===== src/rtl/rawm_pkg.sv =====
// constants, types and register map of the receive address window mapper
// ----------------------------------------------------------------------------
// Summary of operation
// - region three hit when address below size
// - region three address is packet plus offset
// - compare address with region four size field
// - region four address is packet plus offset
// - translated address goes out on config bus
// - map register bits one-zero read zero
// - version upper half shows revision pins
// - version lower half holds fixed part code
// - map exposes copy of remote peer registers
// ----------------------------------------------------------------------------
package rawm_pkg;
    // bus widths
    localparam int unsigned WB_AW = 8;
    localparam int unsigned WB_DW = 32;
    localparam int unsigned WB_SW = 4;
    localparam int unsigned BYTE_W = 8;
    localparam int unsigned IDX_LSB = 2;

    // local register byte addresses
    localparam logic [WB_AW-1:0] ADR_R3_SIZE = 8'h30;
    localparam logic [WB_AW-1:0] ADR_R3_OFFS = 8'h34;
    localparam logic [WB_AW-1:0] ADR_R4_SIZE = 8'h38;
    localparam logic [WB_AW-1:0] ADR_R4_OFFS = 8'h3C;
    localparam logic [WB_AW-1:0] ADR_CHIP_VER = 8'h40;

    // remote copy window: upper half of the map
    localparam int unsigned REMOTE_BIT = 7;
    localparam int unsigned REMOTE_IW = 5;
    localparam int unsigned REMOTE_WORDS = 32;

    // map register layout
    localparam logic [WB_DW-1:0] MAP_RESET = 32'h0000_0000;
    localparam logic [WB_DW-1:0] MAP_RW_MASK = 32'hFFFF_FFFC;
    localparam logic [WB_DW-1:0] READ_ZERO = 32'h0000_0000;

    // chip version layout
    localparam int unsigned REV_W = 16;
    localparam logic [REV_W-1:0] REV_RESET = 16'h0000;

    // region selection codes, one-hot
    localparam int unsigned NUM_REGIONS = 2;
    localparam int unsigned REG3_IDX = 0;
    localparam int unsigned REG4_IDX = 1;
    localparam logic [1:0] REGION_NONE = 2'h0;
    localparam logic [1:0] REGION3_SEL = 2'h1;
    localparam logic [1:0] REGION4_SEL = 2'h2;

    // bus slave states, gray along idle-busy-ack
    typedef enum logic [1:0] {
        BUS_IDLE = 2'h0,
        BUS_BUSY = 2'h1,
        BUS_ACK = 2'h3
    } rawm_bus_e;
endpackage


===== src/rtl/rawm_mem_if.sv =====
// carrier between the register front end and the remote copy memory
`timescale 1ns/1ps
interface rawm_mem_if;
    import rawm_pkg::*;
    logic [REMOTE_IW-1:0] rd_idx;
    logic [WB_DW-1:0] rd_data;
    logic wr_en;
    logic [REMOTE_IW-1:0] wr_idx;
    logic [WB_DW-1:0] wr_data;

    modport ctrl (output rd_idx, output wr_en, output wr_idx, output wr_data, input rd_data);
    modport mem (input rd_idx, input wr_en, input wr_idx, input wr_data, output rd_data);
endinterface


===== src/rtl/rawm_remote_mem.sv =====
// small memory holding the copy of the remote peer registers
`timescale 1ns/1ps
module rawm_remote_mem
    import rawm_pkg::*;
(
    input wire logic clk_i,
    input wire logic ce_i,
    rawm_mem_if.mem port
);
    // ------------------------------------------------------------------------
    // storage
    // ------------------------------------------------------------------------
    logic [WB_DW-1:0] words [REMOTE_WORDS];

    // write from the link side; contents are undefined until refreshed
    always_ff @(posedge clk_i) begin
        if (ce_i && port.wr_en) begin
            words[port.wr_idx] <= port.wr_data;
        end
    end

    // registered read keeps the output path short
    always_ff @(posedge clk_i) begin
        if (ce_i) begin
            port.rd_data <= words[port.rd_idx];
        end
    end
endmodule


===== src/rtl/rawm_top.sv =====
// receive address window mapper: regions three and four, chip version, remote copy
`timescale 1ns/1ps
module rawm_top
    import rawm_pkg::*;
#(
    // arbitrary neutral part code
    parameter logic [REV_W-1:0] PART_ID = 16'h5A5A
)
(
    input wire logic clk_i,
    input wire logic rst_i,
    input wire logic ce_i,
    // wishbone classic slave
    input wire logic wb_cyc_i,
    input wire logic wb_stb_i,
    input wire logic wb_we_i,
    input wire logic [WB_AW-1:0] wb_adr_i,
    input wire logic [WB_SW-1:0] wb_sel_i,
    input wire logic [WB_DW-1:0] wb_dat_i,
    output logic [WB_DW-1:0] wb_dat_o,
    output logic wb_ack_o,
    // device revision pins, asynchronous
    input wire logic [REV_W-1:0] rev_pins_i,
    // inbound packet from the link receiver
    input wire logic pkt_valid_i,
    input wire logic pkt_we_i,
    input wire logic [WB_DW-1:0] pkt_addr_i,
    input wire logic [WB_DW-1:0] pkt_data_i,
    // remote register copy refresh from the link receiver
    input wire logic remote_wr_i,
    input wire logic [REMOTE_IW-1:0] remote_idx_i,
    input wire logic [WB_DW-1:0] remote_data_i,
    // local configuration bus request
    output logic cfg_valid_o,
    output logic cfg_we_o,
    output logic [WB_DW-1:0] cfg_addr_o,
    output logic [WB_DW-1:0] cfg_data_o,
    output logic [1:0] cfg_region_o,
    output logic pkt_miss_o
);
    // ------------------------------------------------------------------------
    // helpers
    // ------------------------------------------------------------------------
    // window test shared by every region
    function automatic logic region_hit(input logic [WB_DW-1:0] addr,
                                        input logic [WB_DW-1:0] size);
        return addr < size;
    endfunction

    // byte-lane merge; low two bits forced to zero
    function automatic logic [WB_DW-1:0] merge_bytes(input logic [WB_DW-1:0] old,
                                                     input logic [WB_DW-1:0] wdat,
                                                     input logic [WB_SW-1:0] sel);
        logic [WB_DW-1:0] res;
        res = old;
        for (int b = 0; b < WB_SW; b++) begin
            if (sel[b]) begin
                res[b*BYTE_W +: BYTE_W] = wdat[b*BYTE_W +: BYTE_W];
            end
        end
        return res & MAP_RW_MASK;
    endfunction

    // ------------------------------------------------------------------------
    // declarations
    // ------------------------------------------------------------------------
    rawm_bus_e state;
    rawm_bus_e next_state;
    logic bus_req;
    logic [WB_DW-1:0] region_size [NUM_REGIONS];
    logic [WB_DW-1:0] region_offs [NUM_REGIONS];
    logic [NUM_REGIONS-1:0] hit;
    logic [WB_DW-1:0] sum [NUM_REGIONS];
    logic [REV_W-1:0] rev_s1;
    logic [REV_W-1:0] rev_s2;
    logic [REV_W-1:0] rev_s3;
    logic [REV_W-1:0] rev_q;
    logic [WB_DW-1:0] next_rdata;
    logic is_remote;
    logic do_write;

    rawm_mem_if mif();

    // ------------------------------------------------------------------------
    // remote register copy
    // ------------------------------------------------------------------------
    // remote copy readable
    assign mif.rd_idx = wb_adr_i[IDX_LSB +: REMOTE_IW];
    assign mif.wr_en = remote_wr_i;
    assign mif.wr_idx = remote_idx_i;
    assign mif.wr_data = remote_data_i;
    assign is_remote = wb_adr_i[REMOTE_BIT];

    rawm_remote_mem u_mem (
        .clk_i(clk_i),
        .ce_i(ce_i),
        .port(mif.mem)
    );

    // ------------------------------------------------------------------------
    // wishbone slave sequencing
    // ------------------------------------------------------------------------
    assign bus_req = wb_cyc_i && wb_stb_i;
    // write lands on the edge where the master sees ack
    // a write taken at busy would land before the master sees ack
    assign do_write = (state == BUS_ACK) && bus_req && wb_we_i;

    // idle, one wait for the registered memory read, then ack
    always_comb begin
        next_state = state;
        case (state)
            BUS_IDLE: begin
                if (bus_req) begin
                    next_state = BUS_BUSY;
                end
            end
            BUS_BUSY: next_state = BUS_ACK;
            BUS_ACK: next_state = BUS_IDLE;
            default: next_state = BUS_IDLE;
        endcase
    end

    // state register
    always_ff @(posedge clk_i) begin
        if (rst_i) begin
            state <= BUS_IDLE;
        end else if (ce_i) begin
            state <= next_state;
        end
    end

    // ack is high for exactly the ack state
    always_ff @(posedge clk_i) begin
        if (rst_i) begin
            wb_ack_o <= 1'b0;
        end else if (ce_i) begin
            wb_ack_o <= (state == BUS_BUSY);
        end
    end

    // read mux; unmapped words answer zero rather than error
    always_comb begin
        next_rdata = READ_ZERO;
        if (is_remote) begin
            next_rdata = mif.rd_data;
        end else begin
            case (wb_adr_i)
                ADR_R3_SIZE: next_rdata = region_size[REG3_IDX] & MAP_RW_MASK;
                ADR_R3_OFFS: next_rdata = region_offs[REG3_IDX] & MAP_RW_MASK;
                ADR_R4_SIZE: next_rdata = region_size[REG4_IDX] & MAP_RW_MASK;
                ADR_R4_OFFS: next_rdata = region_offs[REG4_IDX] & MAP_RW_MASK;
                ADR_CHIP_VER: next_rdata = {rev_q, PART_ID};
                default: next_rdata = READ_ZERO;
            endcase
        end
    end

    // read data captured in the busy state, on the same edge that raises ack
    always_ff @(posedge clk_i) begin
        if (rst_i) begin
            wb_dat_o <= READ_ZERO;
        end else if (ce_i && state == BUS_BUSY) begin
            wb_dat_o <= next_rdata;
        end
    end

    // ------------------------------------------------------------------------
    // map registers
    // ------------------------------------------------------------------------
    // upper bits writable
    always_ff @(posedge clk_i) begin
        if (rst_i) begin
            region_size[REG3_IDX] <= MAP_RESET;
            region_offs[REG3_IDX] <= MAP_RESET;
            region_size[REG4_IDX] <= MAP_RESET;
            region_offs[REG4_IDX] <= MAP_RESET;
        end else if (ce_i && do_write) begin
            case (wb_adr_i)
                ADR_R3_SIZE: begin
                    region_size[REG3_IDX] <= merge_bytes(region_size[REG3_IDX],
                                                         wb_dat_i, wb_sel_i);
                end
                ADR_R3_OFFS: begin
                    region_offs[REG3_IDX] <= merge_bytes(region_offs[REG3_IDX],
                                                         wb_dat_i, wb_sel_i);
                end
                ADR_R4_SIZE: begin
                    region_size[REG4_IDX] <= merge_bytes(region_size[REG4_IDX],
                                                         wb_dat_i, wb_sel_i);
                end
                ADR_R4_OFFS: begin
                    region_offs[REG4_IDX] <= merge_bytes(region_offs[REG4_IDX],
                                                         wb_dat_i, wb_sel_i);
                end
                default: begin
                end
            endcase
        end
    end

    // ------------------------------------------------------------------------
    // revision pins
    // ------------------------------------------------------------------------
    // three stages; a change counts when the last two agree
    always_ff @(posedge clk_i) begin
        if (rst_i) begin
            rev_s1 <= REV_RESET;
            rev_s2 <= REV_RESET;
            rev_s3 <= REV_RESET;
        end else if (ce_i) begin
            rev_s1 <= rev_pins_i;
            rev_s2 <= rev_s1;
            rev_s3 <= rev_s2;
        end
    end

    always_ff @(posedge clk_i) begin
        if (rst_i) begin
            rev_q <= REV_RESET;
        end else if (ce_i && rev_s2 == rev_s3) begin
            rev_q <= rev_s3;
        end
    end

    // ------------------------------------------------------------------------
    // address translation
    // ------------------------------------------------------------------------
    // one comparator and adder per region
    // sums wrap at the bus width; no carry is reported
    generate
        for (genvar g = 0; g < NUM_REGIONS; g++) begin : g_region
            assign hit[g] = region_hit(pkt_addr_i, region_size[g] & MAP_RW_MASK);
            assign sum[g] = WB_DW'(pkt_addr_i + (region_offs[g] & MAP_RW_MASK));
        end
    endgenerate

    always_ff @(posedge clk_i) begin
        if (rst_i) begin
            cfg_valid_o <= 1'b0;
            cfg_we_o <= 1'b0;
            cfg_addr_o <= MAP_RESET;
            cfg_data_o <= MAP_RESET;
            cfg_region_o <= REGION_NONE;
            pkt_miss_o <= 1'b0;
        end else if (ce_i) begin
            cfg_valid_o <= pkt_valid_i && (|hit);
            pkt_miss_o <= pkt_valid_i && !(|hit);
            cfg_we_o <= pkt_we_i;
            cfg_data_o <= pkt_data_i;
            if (hit[REG3_IDX]) begin
                cfg_addr_o <= sum[REG3_IDX];
                cfg_region_o <= REGION3_SEL;
            end else if (hit[REG4_IDX]) begin
                cfg_addr_o <= sum[REG4_IDX];
                cfg_region_o <= REGION4_SEL;
            end else begin
                cfg_addr_o <= pkt_addr_i;
                cfg_region_o <= REGION_NONE;
            end
        end
    end
endmodule


===== config.mk =====
export PLATFORM = sky130hd
export DESIGN_NAME = rawm_top
export DESIGN_NICKNAME = d
export VERILOG_FILES = /design/src/rtl/rawm_pkg.sv /design/src/rtl/rawm_mem_if.sv /design/src/rtl/rawm_remote_mem.sv /design/src/rtl/rawm_top.sv
export SDC_FILE = /design/constraint.sdc
export NUM_CORES = 2
export LEC_CHECK = 0
export BUFFER_PORTS_ARGS = -buffer_cell sky130_fd_sc_hd__buf_2
export CELL_PAD_IN_SITES_DETAIL_PLACEMENT = 1
export CELL_PAD_IN_SITES_GLOBAL_PLACEMENT = 2
export CORE_MARGIN = 5
export CORE_UTILIZATION = 39
export CTS_CLUSTER_SIZE = 25
export DETAILED_ROUTE_END_ITERATION = 8
export PLACE_DENSITY = 0.82
export SLEW_MARGIN = 20
export SYNTH_ARGS = -nofsm -noshare
export SYNTH_HDL_FRONTEND = slang
export SYNTH_HIERARCHICAL = 1
export SYNTH_SLANG_ARGS = --single-unit

===== constraint.sdc =====
create_clock -name clk_i -period 6.6 [get_ports clk_i]
set_input_delay 0.99 -clock clk_i [delete_from_list [all_inputs] [get_ports clk_i]]
set_output_delay 0.99 -clock clk_i [all_outputs]
set_load 0.02 [all_outputs]

==> metrics.yaml <==
clk_pin_slew_ns: 0.06
gp_congestion: 0.844
instances_no_fill: 6211
max_slew.worst_pin.slew_ns: 1.13
die_h_um: 392
worstPathMaxFanout: 55
holdPathEnd: "cfg_data_o[18]"
power.leakage_uw: 0.0242
dp.final_hpwl_mm: 103
sw_frac_of_total: 0.239
critPathKind: "primary input to register"
netlist_area_um2: 57000
p_comb_frac: 0.080
synth_fa_ha_area_frac: 0.0262
synthMuxAreaShare: 0.117
internal_power_uw: 14100
finClkSkew_ns: 0.0276
ys_types: 94
routed_wl_mm: 160
cap_viol_max_count: 0
finalSetupViolations: 0
drive_gt1_frac: 0.149
synthFlopType: "edfxtp_1"
synthesis.nets: 4173
drt-met1-wl_mm: 68.8
fin_nets: 4456
dr_total_vias: 34800
drtAntennaViolNets: 0
synthXorXnorAreaFrac: 0.00998
synth_top_family_by_area: "multiplexers"
dieArea_um2: 154000
placed_cells: 5940
root_buffer: "clkbuf_16"
ys_seq_elements: 1344
fp.dieW_um: 392
r2r_setup_slack_ns: 2.92
grt-ovfl-total: 0
p_seq_frac: 0.512
slew_viol_final: 0
cts_buffers: 142
wl_per_cell_um: 25.7
finalCritPeriodShare: 0.596
cts.path.max_buffers: 3
ys_seq_area_frac: 0.678
coreArea_um2: 146000
grt_pass1_wl_mm: 233
ff2ff_path_depth: 10
routed.top_layer: "met5"
whs_path_depth: 3
cts_repair_resize_count: 0
min-delay-path-class: "primary input to register"
grt_max_degree: 134
power_uw: 18500
syn_to_final_growth_pct: 14.1
ios: 272
synthCells: 3885
tns_ns: 0
yosysWarnings: 6
hold_viol: 0
grt_pass1_vias: 35900
clock.fmax_ghz: 0.254
rsz0062_at_grt: "no"
layout_commonest_cell: "edfxtp_1"
worstHoldStart: "pkt_data_i[18]"
met2_length_mm: 77.2
synth-compound-area-share: 0.0825
hold_ws_ns: 0.450
switchingPower_uw: 4410
initial_core_util: 0.392
hold_buffers: 0
status: "completed"
dr_wl_met3_mm: 9.90
min_period_ns: 3.93
slew_headroom: 0.244
reg2reg_to: "cfg_addr_o[31]"
drt-initial-drc-count: 2723
cts_setup_buffers: 0
grtUsageTotal: 0.203
post-route-util: 0.447
synth_edf_count: 1176
numClockSinks: 1344
worstSetupStartpointType: "primary input"
nFillCells: 14500
core.rowCount: 140
clock_latency_ns: 0.78
syn_area_per_cell_um2: 14.7
antenna_found_initial: 24
synthSimpleGateAreaFrac: 0.0611
cp.required_ns: 7.00
port_buffers: 269
pwr_density_cell_nw_per_um2: 284
dr.pass1.iters: 5
arrival_ns: 4.33
synth-async-reset-ratio: 0
routed_via_density: 5.60
drc: 0
cp-end-kind: "register"
htreeDepth: 4
r2r-start: "region_size[0][28]"
pwr-share-clk: 0.408
peakVddDrop_mv: 0.237
final_cell_mix: "edfxtp_1, mux2i_1, buf_2"
cts_tree: "yes"
-- area by class of cell --
type	instances	area, µm²	area share
diodes	16	40.0	0.000616
clock buffers	179	3720	0.0572
clock inverters	75	627	0.00964
inverters	72	270	0.00415
multi-input cells	2257	17200	0.265
flip-flops and latches	1344	38700	0.595
well taps	1917	2400	0.0369
repair buffers	351	2090	0.0321
-- cell usage after synthesis, types with 8 or more instances --
| master | n | area (µm²) |
|---|---|---|
| edfxtp_1 | 1176 | 35300 |
| mux2i_1 | 624 | 6250 |
| nor2_1 | 238 | 893 |
| nand2_1 | 197 | 739 |
| a21oi_1 | 189 | 946 |
| dfxtp_1 | 168 | 3360 |
| nand3_1 | 120 | 601 |
| ha_1 | 116 | 1450 |
| a22oi_1 | 106 | 796 |
| clkbuf_1 | 94 | 353 |
| inv_1 | 72 | 270 |
| a22o_1 | 65 | 569 |
| a21o_1 | 61 | 458 |
| nor3_1 | 61 | 305 |
| a31oi_1 | 48 | 300 |
| xnor2_1 | 47 | 412 |
| o21ai_0 | 44 | 220 |
| buf_2 | 35 | 175 |
| buf_4 | 35 | 263 |
| and3_1 | 33 | 206 |
| a211oi_1 | 29 | 218 |
| and2_1 | 28 | 175 |
| buf_1 | 25 | 93.8 |
| buf_6 | 18 | 203 |
| xor2_1 | 18 | 158 |
| mux4_2 | 17 | 383 |
| nand4_1 | 17 | 106 |
| a222oi_1 | 13 | 130 |
| o21ai_1 | 13 | 65.1 |
| o211ai_1 | 11 | 82.6 |
| o21a_1 | 10 | 75.1 |
| nand2b_1 | 9 | 56.3 |
| o31ai_1 | 9 | 67.6 |
| a221oi_1 | 8 | 70.1 |
| o21bai_1 | 8 | 60.1 |
-- flip-flops by register name (all words and copies together), names as in the netlist, 16 cells and up --
signal              flops
cfg_addr_o             32
u_mem/words          1024
rev_s2                 16
rev_s3                 16
region_size            60
cfg_data_o             32
rev_q                  16
wb_dat_o               32
region_offs            60
u_mem/port.rd_data     32
rev_s1                 16
-- worst max-delay path by stage --
stage,startpoint,slack (ns),end,cells past startpoint
2_1_floorplan,pkt_addr_i[2],3.07,cfg_addr_o[22],11
3_5_place_dp,ce_i,1.78,region_offs[0][54],7
4_1_cts,ce_i,2.61,region_offs[0][56],7
6_report,ce_i,2.67,region_offs[0][58],7
5_1_grt,ce_i,2.47,region_offs[0][55],7
3_3_place_gp,ce_i,1.79,region_offs[0][54],7
-- per-stage QoR --
step	area, µm²	worst slack, ns
2_1_floorplan	57000	3.07
3_3_place_gp	60600	1.79
3_5_place_dp	60600	1.78
4_1_cts	65000	2.61
5_1_grt	65000	2.47
6_report	65000	2.67
-- worst max-delay path, stage by stage --
cell,delay (ns)
clkbuf_8,0.35
nand2b_1,0.39
nor3_2,0.23
buf_4,0.35
and3_1,0.78
a21oi_1,0.34
nor2_1,0.75
-- logic make-up (layout without fill, tap and decap cells) --
kind of cell | count (synthesis) | count (layout)
compound gates | 674 | 674
xor+xnor | 65 | 65
fa+ha+maj | 118 | 118
buf+inv | 284 | 677
flops | 1344 | 1344
mux | 647 | 647
other cells | 0 | 16
simple gates | 753 | 753
-- power groups by stage --
stage | registers [µW] | clock network, µW | logic (µW)
final | 9460 | 7530 | 1470
after floorplan | 9660 | 0 | 860
after global routing | 9470 | 8070 | 1590
after detailed placement | 9640 | 0 | 1470
after CTS | 9460 | 7710 | 1470
after global placement | 9630 | 0 | 1430
-- layer usage --
layer / GRT usage / vias to the layer above
met5: 0 / -
li1: - / 15600
met4: 0.0567 / 14
met1: 0.274 / 17900
met2: 0.340 / 1077
met3: 0.0325 / 229
No activity file was read; power rests on OpenSTA's default activity.
